**config.mk**
```make
export PLATFORM = sky130hd
export DESIGN_NAME = pll_ctl
export DESIGN_NICKNAME = d
export VERILOG_FILES = /design/src/rtl/pll_ctl_pkg.sv /design/src/rtl/edge_rise.sv /design/src/rtl/clk_div.sv /design/src/rtl/pll_ctl.sv
export SDC_FILE = /design/constraint.sdc
export NUM_CORES = 1
export LEC_CHECK = 0
export BUFFER_PORTS_ARGS = -buffer_cell sky130_fd_sc_hd__buf_4
export CAP_MARGIN = 25
export CORE_AREA = 3 3 124 155
export DETAILED_ROUTE_END_ITERATION = 8
export DIE_AREA = 0 0 127 158
export PLACE_DENSITY = 0.61
export SYNTH_ARGS = -nofsm -noshare
export SYNTH_HDL_FRONTEND = slang
export SYNTH_SLANG_ARGS = --single-unit
```
**constraint.sdc**
```tcl
create_clock -name CLK_I -period 4 [get_ports CLK_I]
set_input_delay 0.8 -clock CLK_I [delete_from_list [all_inputs] [get_ports CLK_I]]
set_output_delay 0.8 -clock CLK_I [all_outputs]
set_load 0.01 [all_outputs]
```
**src/rtl/pll_ctl_pkg.sv**
```systemverilog
package pll_ctl_pkg;

  // ---------------------------------------------------------------------------
  // Divider ranges
  // ---------------------------------------------------------------------------
  localparam int DIV_MIN      = 1;   // Least input and output divide value.
  localparam int DIV_MAX      = 32;  // Largest divide value of every counter.
  localparam int MULT_MIN     = 2;   // Least feedback multiply value.
  localparam int DIV_W        = 6;   // Width of a divide value field.
  localparam int CNT_W        = 11;  // Width of internal period counters.

  // ---------------------------------------------------------------------------
  // Reference pin selection and net map
  // ---------------------------------------------------------------------------
  localparam int REF_PINS     = 4;   // Dedicated clock pins.
  localparam int LOOP_A_PIN0  = 0;   // First pin of the first loop.
  localparam int LOOP_A_PIN1  = 1;   // Second pin of the first loop.
  localparam int LOOP_B_PIN0  = 2;   // First pin of the second loop.
  localparam int LOOP_B_PIN1  = 3;   // Second pin of the second loop.
  localparam int NETS         = 8;   // Global nets.
  localparam logic [7:0] A_DIVA_NETS = 8'h06;  // Nets 1 and 2.
  localparam logic [7:0] A_DIVB_NETS = 8'h09;  // Nets 0 and 3.
  localparam logic [7:0] B_DIVA_NETS = 8'h60;  // Nets 5 and 6.
  localparam logic [7:0] B_DIVB_NETS = 8'h90;  // Nets 4 and 7.

  // ---------------------------------------------------------------------------
  // Lock detection
  // ---------------------------------------------------------------------------
  localparam int LOCK_GOOD    = 4;   // Matching reference periods for lock.
  localparam int LOCK_TOL     = 1;   // Period mismatch still counted a match.
  localparam int WARMUP_NS    = 500; // Least settle time after a restart.
  localparam int CLK_NS       = 50;  // Period of the system clock.
  localparam int WARMUP_CYC   = (WARMUP_NS + CLK_NS - 1) / CLK_NS;

endpackage

```
**src/rtl/edge_rise.sv**
```systemverilog
`timescale 1ns/1ps
`default_nettype none

// Rising edge detector on a clock-synchronous input level.
module edge_rise (
  input  wire logic CLK_I,
  input  wire logic SYS_RST_I,
  input  wire logic level_i,
  output logic      rise_o
);

  // ---------------------------------------------------------------------------
  // Previous level store
  // ---------------------------------------------------------------------------
  logic prev; // Level seen on the last edge.

  // Remember the level so a rising edge is one clean pulse.
  always_ff @(posedge CLK_I or posedge SYS_RST_I) begin
    if (SYS_RST_I) begin
      prev <= 1'b0;
    end else begin
      prev <= level_i;
    end
  end

  assign rise_o = level_i & ~prev;

endmodule

`default_nettype wire

```
**src/rtl/clk_div.sv**
```systemverilog
`timescale 1ns/1ps
`default_nettype none

// Programmable divider stepped by a tick; output toggles at half period.
module clk_div #(
  parameter int W = 6
) (
  input  wire logic         CLK_I,
  input  wire logic         SYS_RST_I,
  input  wire logic         clear_i,
  input  wire logic         tick_i,
  input  wire logic [W-1:0] div_i,
  output logic              tick_o,
  output logic              clk_o
);

  // ---------------------------------------------------------------------------
  // Counter
  // ---------------------------------------------------------------------------
  logic [W-1:0] cnt;     // Ticks seen in the present output period.
  logic [W-1:0] half;    // Tick index where the output falls.

  assign half   = div_i >> 1;
  assign tick_o = tick_i & (cnt == div_i - W'(1));

  // Clear returns the count to its initial value of zero.
  always_ff @(posedge CLK_I or posedge SYS_RST_I) begin
    if (SYS_RST_I) begin
      cnt   <= '0;
      clk_o <= 1'b0;
    end else if (clear_i) begin
      cnt   <= '0;
      clk_o <= 1'b0;
    end else if (tick_i) begin
      if (cnt >= div_i - W'(1)) begin
        // Period wrap: output rises at count zero.
        cnt   <= '0;
        clk_o <= 1'b1;
      end else begin
        cnt   <= cnt + W'(1);
        // Divide by one keeps the output high; otherwise fall at half.
        clk_o <= (div_i == W'(1)) ? 1'b1 : (cnt + W'(1) < half ||
                 half == '0) ? clk_o : 1'b0;
      end
    end
  end

endmodule

`default_nettype wire

```
**src/rtl/pll_ctl.sv**
```systemverilog
`timescale 1ns/1ps
`default_nettype none

module pll_ctl #(
  parameter int DIVW = pll_ctl_pkg::DIV_W
) (
  input  wire logic            CLK_I,
  input  wire logic            SYS_RST_I,
  input  wire logic [3:0]      REF_PIN_I,
  input  wire logic            REF_SEL_I,
  input  wire logic            REF_DIFF_I,
  input  wire logic            RUN_EN_I,
  input  wire logic            CNT_CLEAR_I,
  input  wire logic            DET_GATE_I,
  input  wire logic [DIVW-1:0] IN_DIV_I,
  input  wire logic [DIVW-1:0] MULT_I,
  input  wire logic [DIVW-1:0] DIV_A_I,
  input  wire logic [DIVW-1:0] DIV_B_I,
  input  wire logic [DIVW-1:0] DIV_E_I,
  input  wire logic            SWAP_I,
  input  wire logic            COMP_SEL_I,
  input  wire logic            INV_CORE0_I,
  input  wire logic            INV_CORE1_I,
  input  wire logic            EXT_EN_I,
  input  wire logic            GPIO_OUT_I,
  input  wire logic            GPIO_OE_I,
  input  wire logic            LOOP_B_I,
  output logic                 CORE0_O,
  output logic                 CORE1_O,
  output logic [7:0]           NET_O,
  output logic                 EXT_PIN_O,
  output logic                 EXT_PIN_OE_O,
  output logic                 UP_O,
  output logic                 DOWN_O,
  output logic                 LOCKED_O,
  output logic                 CFG_ERR_O
);

  // ---------------------------------------------------------------------------
  // Elaboration check
  // ---------------------------------------------------------------------------
  // Divider fields must hold the largest value of 32.
  if (DIVW < pll_ctl_pkg::DIV_W) begin : g_bad_width
    $error("Divider width too small for the divide range.");
  end

  // ---------------------------------------------------------------------------
  // Hold conditions and reference selection
  // ---------------------------------------------------------------------------
  logic hold;       // Loop is held in reset by enable or clear.
  logic ref_lvl;    // Selected reference pin level.
  logic ref_rise;   // One pulse per reference rising edge.
  logic restart;    // Pulse when hold ends, to reacquire.
  logic [1:0] pin0; // Index of the first pin of this loop.

  // Low enable or high clear both hold the whole loop.
  assign hold = ~RUN_EN_I | CNT_CLEAR_I;

  // Loop A sees pins 0/1 only, loop B pins 2/3 only.
  assign pin0 = LOOP_B_I ? 2'(pll_ctl_pkg::LOOP_B_PIN0)
                         : 2'(pll_ctl_pkg::LOOP_A_PIN0);

  // Differential uses both pins of the loop as a pair: first pin true,
  // second complement. A level match is required for a valid edge.
  always_comb begin
    if (REF_DIFF_I) begin
      ref_lvl = REF_PIN_I[pin0] & ~REF_PIN_I[pin0 + 2'(1)];
    end else begin
      ref_lvl = REF_PIN_I[pin0 + 2'(REF_SEL_I)];
    end
  end

  edge_rise u_ref_edge (
    .CLK_I     (CLK_I),
    .SYS_RST_I (SYS_RST_I),
    .level_i   (ref_lvl),
    .rise_o    (ref_rise)
  );

  edge_rise u_restart (
    .CLK_I     (CLK_I),
    .SYS_RST_I (SYS_RST_I),
    .level_i   (~hold),
    .rise_o    (restart)
  );

  // ---------------------------------------------------------------------------
  // Configuration range check
  // ---------------------------------------------------------------------------
  logic cfg_ok; // All divide values inside the legal range.

  // Out-of-range values hold the loop idle rather than run wild.
  always_comb begin
    cfg_ok = 1'b1;
    if (IN_DIV_I < DIVW'(pll_ctl_pkg::DIV_MIN) ||
        IN_DIV_I > DIVW'(pll_ctl_pkg::DIV_MAX)) cfg_ok = 1'b0;
    if (MULT_I < DIVW'(pll_ctl_pkg::MULT_MIN) ||
        MULT_I > DIVW'(pll_ctl_pkg::DIV_MAX)) cfg_ok = 1'b0;
    if (DIV_A_I < DIVW'(pll_ctl_pkg::DIV_MIN) ||
        DIV_A_I > DIVW'(pll_ctl_pkg::DIV_MAX)) cfg_ok = 1'b0;
    if (DIV_B_I < DIVW'(pll_ctl_pkg::DIV_MIN) ||
        DIV_B_I > DIVW'(pll_ctl_pkg::DIV_MAX)) cfg_ok = 1'b0;
    if (DIV_E_I < DIVW'(pll_ctl_pkg::DIV_MIN) ||
        DIV_E_I > DIVW'(pll_ctl_pkg::DIV_MAX)) cfg_ok = 1'b0;
  end

  assign CFG_ERR_O = ~cfg_ok;

  logic stop; // Loop stopped by hold or bad setting.
  assign stop = hold | ~cfg_ok;

  // ---------------------------------------------------------------------------
  // Input divider: reference ticks
  // ---------------------------------------------------------------------------
  logic ref_tick; // Divided reference event to the detector.

  clk_div #(.W(DIVW)) u_in_div (
    .CLK_I     (CLK_I),
    .SYS_RST_I (SYS_RST_I),
    .clear_i   (stop),
    .tick_i    (ref_rise),
    .div_i     (IN_DIV_I),
    .tick_o    (ref_tick),
    .clk_o     ()
  );

  // ---------------------------------------------------------------------------
  // Oscillator model: a phase step of M per system clock cycle
  // ---------------------------------------------------------------------------
  // The oscillator is a digital rate generator. It issues M ticks per
  // measured reference period, spaced period/M apart, so outputs run at
  // in * M / (N * D) for a divide value D. Period resolution is the system clock, a known limit.
  logic [pll_ctl_pkg::CNT_W-1:0] ref_period; // Cycles since last tick.
  logic [pll_ctl_pkg::CNT_W-1:0] period;     // Learned reference period.
  logic [pll_ctl_pkg::CNT_W-1:0] acc;        // Oscillator phase accum.
  logic [pll_ctl_pkg::CNT_W+5:0] acc_next;   // Accumulator step.
  logic                          osc_tick;   // One oscillator step.
  logic                          fb_tick;    // Feedback divider wrap.
  logic                          up;         // Detector wants faster.
  logic                          down;       // Detector wants slower.

  // Measure the reference period between divided ticks.
  always_ff @(posedge CLK_I or posedge SYS_RST_I) begin
    if (SYS_RST_I) begin
      ref_period <= '0;
    end else if (stop || ref_tick) begin
      ref_period <= '0;
    end else if (ref_period != '1) begin
      ref_period <= ref_period + pll_ctl_pkg::CNT_W'(1);
    end
  end

  // Detector compares feedback with the reference; gated off, no steps.
  assign up   = DET_GATE_I & ref_tick & ~fb_tick;
  assign down = DET_GATE_I & fb_tick & ~ref_tick;

  // Period register loads only on divided reference ticks with the detector on and clears on stop, so a gated detector
  // keeps the last rate and the outputs keep toggling.
  always_ff @(posedge CLK_I or posedge SYS_RST_I) begin
    if (SYS_RST_I) begin
      period <= '0;
    end else if (stop) begin
      period <= '0;
    end else if (DET_GATE_I && ref_tick) begin
      period <= ref_period + pll_ctl_pkg::CNT_W'(1);
    end
  end

  // Each cycle adds M; a tick fires each time a whole period is passed.
  assign acc_next = {6'h00, acc} + {{(pll_ctl_pkg::CNT_W){1'b0}}, MULT_I};

  always_ff @(posedge CLK_I or posedge SYS_RST_I) begin
    if (SYS_RST_I) begin
      acc      <= '0;
      osc_tick <= 1'b0;
    end else if (stop || period == '0 || (DET_GATE_I && ref_tick)) begin
      // Realign phase at every divided reference tick while the detector runs.
      // The edge itself is step zero, so each period still holds M steps.
      acc      <= '0;
      osc_tick <= ~stop & (period != '0);
    end else if (acc_next >= {6'h00, period}) begin
      acc      <= pll_ctl_pkg::CNT_W'(acc_next - {6'h00, period});
      osc_tick <= 1'b1;
    end else begin
      acc      <= pll_ctl_pkg::CNT_W'(acc_next);
      osc_tick <= 1'b0;
    end
  end

  // Feedback divider by M closes the loop back to the detector.
  clk_div #(.W(DIVW)) u_fb_div (
    .CLK_I     (CLK_I),
    .SYS_RST_I (SYS_RST_I),
    .clear_i   (stop | (DET_GATE_I & ref_tick)),
    .tick_i    (osc_tick),
    .div_i     (MULT_I),
    .tick_o    (fb_tick),
    .clk_o     ()
  );

  // Registered detector outputs for observation.
  always_ff @(posedge CLK_I or posedge SYS_RST_I) begin
    if (SYS_RST_I) begin
      UP_O   <= 1'b0;
      DOWN_O <= 1'b0;
    end else begin
      UP_O   <= up & ~stop;
      DOWN_O <= down & ~stop;
    end
  end

  // ---------------------------------------------------------------------------
  // Output dividers
  // ---------------------------------------------------------------------------
  logic div_a_clk; // Global divider A output.
  logic div_b_clk; // Global divider B output.
  logic div_e_clk; // External divider output.

  clk_div #(.W(DIVW)) u_div_a (
    .CLK_I     (CLK_I),
    .SYS_RST_I (SYS_RST_I),
    .clear_i   (stop),
    .tick_i    (osc_tick),
    .div_i     (DIV_A_I),
    .tick_o    (),
    .clk_o     (div_a_clk)
  );

  clk_div #(.W(DIVW)) u_div_b (
    .CLK_I     (CLK_I),
    .SYS_RST_I (SYS_RST_I),
    .clear_i   (stop),
    .tick_i    (osc_tick),
    .div_i     (DIV_B_I),
    .tick_o    (),
    .clk_o     (div_b_clk)
  );

  clk_div #(.W(DIVW)) u_div_e (
    .CLK_I     (CLK_I),
    .SYS_RST_I (SYS_RST_I),
    .clear_i   (stop),
    .tick_i    (osc_tick),
    .div_i     (DIV_E_I),
    .tick_o    (),
    .clk_o     (div_e_clk)
  );

  // ---------------------------------------------------------------------------
  // Core outputs, net routing and external pin
  // ---------------------------------------------------------------------------
  logic core0; // Core output 0 before inversion.
  logic core1; // Core output 1 before inversion.

  // Either global divider may drive either core output.
  assign core0 = SWAP_I ? div_b_clk : div_a_clk;
  assign core1 = SWAP_I ? div_a_clk : div_b_clk;

  // Outputs registered; forced low whenever the loop is held.
  always_ff @(posedge CLK_I or posedge SYS_RST_I) begin
    if (SYS_RST_I) begin
      CORE0_O <= 1'b0;
      CORE1_O <= 1'b0;
    end else if (stop) begin
      CORE0_O <= 1'b0;
      CORE1_O <= 1'b0;
    end else begin
      // Local inversion applies at the point of use only.
      CORE0_O <= core0 ^ INV_CORE0_I;
      CORE1_O <= core1 ^ INV_CORE1_I;
    end
  end

  // Fixed net map: divider A and B each reach two nets per loop.
  always_ff @(posedge CLK_I or posedge SYS_RST_I) begin
    if (SYS_RST_I) begin
      NET_O <= '0;
    end else if (stop) begin
      NET_O <= '0;
    end else if (LOOP_B_I) begin
      NET_O <= (pll_ctl_pkg::B_DIVA_NETS & {8{div_a_clk}}) |
               (pll_ctl_pkg::B_DIVB_NETS & {8{div_b_clk}});
    end else begin
      NET_O <= (pll_ctl_pkg::A_DIVA_NETS & {8{div_a_clk}}) |
               (pll_ctl_pkg::A_DIVB_NETS & {8{div_b_clk}});
    end
  end

  // External pin: only the external divider drives it; when unused the
  // pin is handed back to general I/O use.
  always_ff @(posedge CLK_I or posedge SYS_RST_I) begin
    if (SYS_RST_I) begin
      EXT_PIN_O    <= 1'b0;
      EXT_PIN_OE_O <= 1'b0;
    end else if (EXT_EN_I) begin
      EXT_PIN_O    <= div_e_clk & ~stop;
      EXT_PIN_OE_O <= 1'b1;
    end else begin
      EXT_PIN_O    <= GPIO_OUT_I;
      EXT_PIN_OE_O <= GPIO_OE_I;
    end
  end

  // ---------------------------------------------------------------------------
  // Lock detect
  // ---------------------------------------------------------------------------
  // Lock is a run of matching reference periods after a settle time. A
  // single mismatch drops it, so it may pulse during acquisition.
  logic [3:0] good;     // Consecutive matching periods.
  logic [4:0] warm;     // Settle countdown after restart.
  logic       match;    // Measured period within tolerance of the last one.
  logic [pll_ctl_pkg::CNT_W-1:0] last; // Previous measured period.

  assign match = (ref_period + pll_ctl_pkg::CNT_W'(1) <=
                  last + pll_ctl_pkg::CNT_W'(pll_ctl_pkg::LOCK_TOL)) &&
                 (ref_period + pll_ctl_pkg::CNT_W'(pll_ctl_pkg::LOCK_TOL + 1)
                  >= last);

  always_ff @(posedge CLK_I or posedge SYS_RST_I) begin
    if (SYS_RST_I) begin
      warm <= '0;
    end else if (stop || restart) begin
      warm <= 5'(pll_ctl_pkg::WARMUP_CYC);
    end else if (warm != '0) begin
      warm <= warm - 5'(1);
    end
  end

  always_ff @(posedge CLK_I or posedge SYS_RST_I) begin
    if (SYS_RST_I) begin
      good <= '0;
      last <= '0;
    end else if (stop) begin
      good <= '0;
      last <= '0;
    end else if (ref_tick) begin
      last <= ref_period + pll_ctl_pkg::CNT_W'(1);
      if (match && good != 4'(pll_ctl_pkg::LOCK_GOOD)) begin
        good <= good + 4'(1);
      end else if (!match) begin
        good <= '0;
      end
    end
  end

  // Lock held low throughout hold; high only after the settle time with LOCK_GOOD matching periods.
  always_ff @(posedge CLK_I or posedge SYS_RST_I) begin
    if (SYS_RST_I) begin
      LOCKED_O <= 1'b0;
    end else if (stop) begin
      LOCKED_O <= 1'b0;
    end else begin
      LOCKED_O <= (warm == '0) &&
                  (good == 4'(pll_ctl_pkg::LOCK_GOOD));
    end
  end

  // No compensated output is built; the compensation select is accepted
  // and left unused.
  logic comp_unused; // Selection kept for configuration visibility.
  assign comp_unused = COMP_SEL_I;

endmodule

`default_nettype wire

```
==> Word-level counts from Yosys, hierarchy flattened <==
Index checks and enable logic that the tools add are counted.
{ "op_classes": {"addsub": 19, "multipliers": 0, "div_mod_pow": 0, "n_lt_le_gt_ge": 24, "n_eq_ne": 12, "shift": 0, "n_mux": 68, "bitwise_logic": 29, "reduce_logical": 34} }
{ "ops": {"columns": ["op", "n"], "rows": [
  ["6-bit 2-to-1 mux", 15],
  ["11-bit 2-to-1 mux", 8],
  ["1-bit 2-to-1 mux", 33],
  ["6-bit by 1-bit adder with 6-bit output (second input constant)", 5],
  ["6-bit greater-or-equal comparator", 5],
  ["6-bit > comparator (second input constant)", 5],
  ["6-bit by 1-bit subtractor with 6-bit output (second input constant)", 5],
  ["6-bit by 1-bit < comparator with 1-bit output (second input constant)", 4],
  ["11-bit by 1-bit adder with 11-bit output (second input constant)", 2],
  ["6-bit by 1-bit == test with 1-bit output (second input constant)", 3],
  ["6-bit logical NOT", 3],
  ["6-bit by 5-bit < comparator with 1-bit output", 3],
  ["4-bit 2-to-1 mux", 4],
  ["8-bit 2-to-1 mux", 2],
  ["2-bit nonzero test", 7],
  ["1-bit AND", 13],
  ["11-bit by 6-bit adder with 12-bit output", 1],
  ["6-bit == test", 2],
  ["12-bit by 11-bit greater-or-equal comparator with 1-bit output", 1],
  ["1-bit logical OR", 12],
  ["4-bit by 2-bit inequality test with 1-bit output (second input constant)", 3],
  ["11-bit by 2-bit adder with 11-bit output (second input constant)", 1],
  ["11-bit greater-or-equal comparator", 1],
  ["11-bit <= comparator", 1],
  ["25 further kinds", 47]
]} }
{ "word_totals": {"regBits": 104, "latchBits": 0, "mem_bits_rw": 0, "mem_bits_ro": 0, "inputBits": 49, "mem_count": 0} }

==> Depth between registers and ports, before layout <==
{ "depth": {"depth_word": 12, "mapped_depth": 15} }

==> By module <==
A second synthesis with hierarchy kept.
{ "unflattened": {"cells_unflattened": 966, "area_unflattened_um2": 8528.2} }
{ "by_module_without_submodules": {"columns": ["mod", "n_inst", "cells_each", "area_per_inst_um2", "seq_area_each_um2"], "rows": [
  ["pll_ctl", 1, 565, 4847.1, 1626.6],
  ["clk_div at u_div_a ...", 3, 79, 718.2, 175.2],
  ["clk_div at u_fb_div ...", 2, 79, 720.7, 175.2],
  ["edge_rise", 2, 3, 42.5, 25.0]
]} }

==> Least setup slack after synthesis <==
No wires, ideal clock.
{ "synth_timing": {"path_kind": "input to register", "startpoint": "input port MULT_I[0]", "endpoint": "register acc[0] in the netlist's numbering", "t_arrival_ns": 3.869, "required_time_ns": 3.913, "slack_ns": 0.044, "stages": 15, "n_path_buf": 1, "cell_sequence": "ha_1 -> fa_1 -> a211oi_1 -> o21bai_1 -> a21oi_1 -> nor3_1 -> or2_2 -> ha_1 -> nand2_1 -> nor3_1 -> a41oi_1 -> o21a_1 -> clkbuf_1 -> nand2_1 -> a211oi_2"} }
{ "synth_between": {"elab_chain_len": 11, "elab_cells_between_ends": 16, "cone_classes": "2 x add/sub; 3 x order compare; 6 x mux; 2 x bitwise; 3 x reduce/logical"} }
{ "synth_rtl": {"columns": ["element", "line_no", "source"], "rows": [
  ["start, declared", "pll_ctl.sv:16", "input wire logic [DIVW-1:0] MULT_I,"],
  ["parallel branches: the longest is 10 deep, another holds 11-bit by 6-bit adder with 12-bit output", null, null],
  ["11-bit 2-to-1 mux *", "pll_ctl.sv:176", "end else if (stop || period == '0 || (DET_GATE_I && ref_tick)) begin"],
  ["end signal, assigned", "pll_ctl.sv:182", "acc <= pll_ctl_pkg::CNT_W'(acc_next - {6'h00, period});"],
  ["end signal, assigned", "pll_ctl.sv:185", "acc <= pll_ctl_pkg::CNT_W'(acc_next);"],
  ["end, declared", "pll_ctl.sv:135", "logic [pll_ctl_pkg::CNT_W-1:0] acc;"]
]} }
Every way passes the cells marked *.
A chain may end at the register's enable or synchronous reset.

==> Worst setup path in the final report <==
{ "layout_timing": {"startpoint": "input port MULT_I[0]", "endpoint": "register acc[10] in the netlist's numbering"} }
The elaborated chain is that of the path after synthesis.

==> results.rst <==
.. list-table::
   :header-rows: 1

   * - Metric
     - Value
   * - Detailed Place HPWL
     - 14200 um
   * - Crit path max-delay cell type
     - fa_1
   * - Synth Flop Type
     - dfrtp_1
   * - Effective utilization at floorplan
     - a little under half
   * - Relative area change from synthesis to final layout
     - 13.5%
   * - Clock tree from TritonCTS
     - done
   * - Pwr Density
     - 234 nW/um2
   * - Clock root buffer master
     - clkbuf_16
   * - Final critical path time including I/O delays and setup
     - 3.69 ns
   * - Number of ports placed on the die boundary
     - 65
   * - Setup repair after global routing missed its margin
     - no
   * - Arr. time, crit path
     - 3.94 ns
   * - Final setup violation count
     - 0
   * - DRC Markers
     - 0
   * - CTS Buf Count
     - 9
   * - Placeable Area
     - ~18000 um2
   * - Worst path cell trace
     - buf_4 -> ha_1 -> fa_1 -> a211oi_1 -> o21bai_1 -> a21oi_1 -> nor3_1 -> or2_2 -> ha_1 -> nand2_1 -> nor3_1 -> a41oi_1 -> o21a_1 -> buf_4 -> a2111oi_2
   * - Crit path buffers/inverters
     - 2
   * - Post-synthesis sequential element count
     - 100
   * - Post-route ant nets
     - 0
   * - Total global-route track usage
     - between 10% and 20%
   * - Footprint of the multi-input gates
     - between 5000 and 6000 um2
   * - Initial DRC count
     - around 370
   * - Path type of the worst min-delay path
     - reg2reg
   * - Antenna diodes
     - 0
   * - Via density per instance
     - 5.55
   * - Hold Worst Slack
     - about 0.47 ns
   * - Number of global-route vias before repair
     - approximately 6600
   * - Worst setup skew after layout
     - roughly 0.0079 ns
   * - Maximum clock frequency
     - 271 MHz
   * - Synthesized netlist cell count
     - 909
   * - Max capacitance violation total
     - 0
   * - Layout cell share with drive strength beyond 1
     - a little under an eighth
   * - Cell area after technology mapping
     - approximately 8000 um2
   * - Post-Syn Area per Cell
     - between 8 and 9 um2
   * - Finished Cell Area
     - 9070 um2
   * - Worst Path Max Fanout
     - 6
   * - Final count of pins violating max slew
     - 0
   * - Final setup slack of the worst path
     - 0.307 ns
   * - Sequential cell area in the final layout
     - approximately 2500 um2
   * - Final global-route overflow total
     - 0
   * - Outcome
     - finished, final reports clean
   * - Worst-skew pair later-pin latency
     - 0.35 ns
   * - Chip Width
     - between 100 and 150 um
   * - Sum of negative setup slack
     - 0 ns
   * - Measured slew at the worst slew-check pin
     - 0.940 ns
   * - Hold buffers post-CTS
     - 0
   * - Total nets after synthesis
     - 1065
   * - Number of cells upsized or downsized after cts
     - 0
   * - YS warnings
     - 0
   * - Largest net degree at the start of global routing
     - 71
   * - Deepest level of the CTS H-tree
     - 3
   * - Clk sinks
     - 100
   * - Clock-pin slew reported for the worst setup and hold paths after clock tree synthesis
     - about 0.07 ns
   * - First-pass GRT wire length
     - between 30000 and 40000 um
   * - Post-placement worst setup slack
     - -0.0987 ns
   * - Worst ir drop on vdd
     - roughly 250 uV
   * - DRT Pass-1 Iters
     - 5
   * - Proportion of synthesized chip area in sequential cells
     - 31.3%
   * - Family with the most delay on the worst path
     - compound AO/OA/AOI/OAI gates
   * - Fillers
     - 1704
   * - Total die area
     - ~20000 um2
   * - Net count of the finished layout
     - about 1100
   * - Start-to-end type of the worst setup path
     - in2reg
   * - Kind of start point of the critical path
     - input pin
   * - Number of antenna violations at the first check in global routing
     - 0
   * - CP max stage delay
     - 0.43 ns
   * - Row cnt
     - 54
   * - Gp weighted congestion
     - 0.857
   * - Crit path capture type
     - register
   * - Via Count
     - 6677
   * - Drt wl/cell
     - 15.4 um
   * - Portion of the clock cycle consumed by the worst path in the final layout
     - 92.3%
   * - Final hold violation count
     - 0
   * - Die height
     - approximately 160 um
   * - Post-CTS Setup Inserts
     - 0
   * - Placed Area
     - 8800 um2
   * - Largest buffer count on any clock path
     - 2
   * - Post-synth EDFFs
     - 0
   * - Max-slew headroom at the worst pin
     - 37.3%
   * - Distinct cell type count after synthesis
     - between 60 and 70
   * - Total Wirelength
     - 18500 um
   * - Leakage power summed over all cells
     - 0.00410 uW
   * - Ys async rst share
     - 100%
   * - Required time of the critical path
     - 4.24 ns
   * - Port Buf Inserts
     - 63
## through the flow
| step | instances | total power, uW | utilization, % |
|---|---|---|---|
| after global routing | 1204 | 2220 | 51.3 |
| after detailed placement | 1188 | 1290 | 49.7 |
| after floorplan | 909 | 1190 | - |
| after CTS | 1204 | 2140 | 51.3 |
| final | 1204 | 2120 | 51.3 |
| after global placement | 1188 | 1290 | 49.7 |
## cells by family after synthesis
logic type               share of synthesized area (%)
multiplexers                                      1.28
buffers and inverters                             5.23
AO/OA/AOI/OAI                                     19.1
adder cells (fa/ha/maj)                           16.9
XOR/XNOR                                          7.89
flip-flops                                        31.3
AND/OR/NAND/NOR                                   18.3
## placed cells by master (no fill, tap or decap), types with 3 or more instances in the layout
cell type and count:
a21o_1 9, o211ai_1 8, o21ai_0 37, a311oi_1 6
a41oi_1 4, o21a_1 7, a21oi_1 70, a31oi_1 11
nor3_1 26, and2_1 3, nor2b_1 7, xnor2_1 49
or2_2 3, nand4_1 12, inv_1 75, nand2_1 52
nand3b_1 4, a21boi_0 5, mux2i_1 8, nor2_1 62
or3_1 5, o221ai_1 3, a211o_1 3, nand2b_1 16
nor4b_1 3, xor2_1 23, nand4b_1 5, and3_1 16
nor3b_1 5, nand3_1 57, a211oi_1 38, buf_4 83
dfrtp_1 100, clkbuf_16 9, o31ai_1 5, a31o_2 3
ha_1 105, nor4_1 5
## where the power goes
part | switching, uW | leakage, uW | internal (uW) | total, uW
registers | 2.05 | 0.00138 | 1010 | 1010
logic | 143 | 0.00258 | 109 | 252
clock network | 422 | 0.000139 | 431 | 853
total | 567 | 0.00410 | 1550 | 2120
## flip-flops by register name (all words and copies together) (netlist names), 4 cells and up
signal	flops
NET_O	4
acc	11
good	4
last	11
period	11
ref_period	11
u_div_a.cnt	6
u_div_b.cnt	6
u_div_e.cnt	6
u_fb_div.cnt	6
u_in_div.cnt	6
warm	5
## synth_stat cells, drive strengths merged (6+ instances only)
cell    count  area [um2]
ha        105        1310
dfrtp     100        2500
inv        76         285
a21oi      70         350
nor2       62         233
nand3      58         295
nand2      52         195
xnor2      49         429
a211oi     40         310
o21ai      37         185
nor3       26         130
xor2       23         201
clkbuf     22        82.6
and3       16         100
nand2b     16         100
nand4      12        75.1
a31oi      11        68.8
a21o        9        67.6
mux2i       8        80.1
o211ai      8        60.1
buf         7        50.0
nor2b       7        43.8
o21a        7        52.6
a311oi      6        52.6
or3         6        42.5
## layout make-up
type,count,area share (%)
inverter,76,3.17
clock buffer,10,2.52
clock inverter,6,0.524
timing repair buffer,84,7.09
tap,224,3.09
multi-input combinational,704,56.0
sequential,100,27.6
## routing by layer
layer  track usage, %  vias up  share of wire [%]
met1             25.4     3128                 46
met2             33.7      101                 49
met3             2.46       21                3.1
li1                 -     3427                  -
met4             6.03        0                1.8
met5                0        -                  0
## path summary, 6_finish.rpt
kind / from / to / slack (ns) / depth (start not counted)
max: MULT_I[0] / acc[10] / 0.31 / 15
min: u_restart.prev / warm[1] / 0.47 / 1
max reg2reg: acc[0] / acc[10] / 0.51 / 14
min reg2reg: u_restart.prev / warm[1] / 0.47 / 1
max in group asynchronous: SYS_RST_I / NET_O[3] / 2.64 / 3
min in group asynchronous: SYS_RST_I / acc[2] / 0.58 / 2
Note: power is estimated with default switching activity, not from simulation.
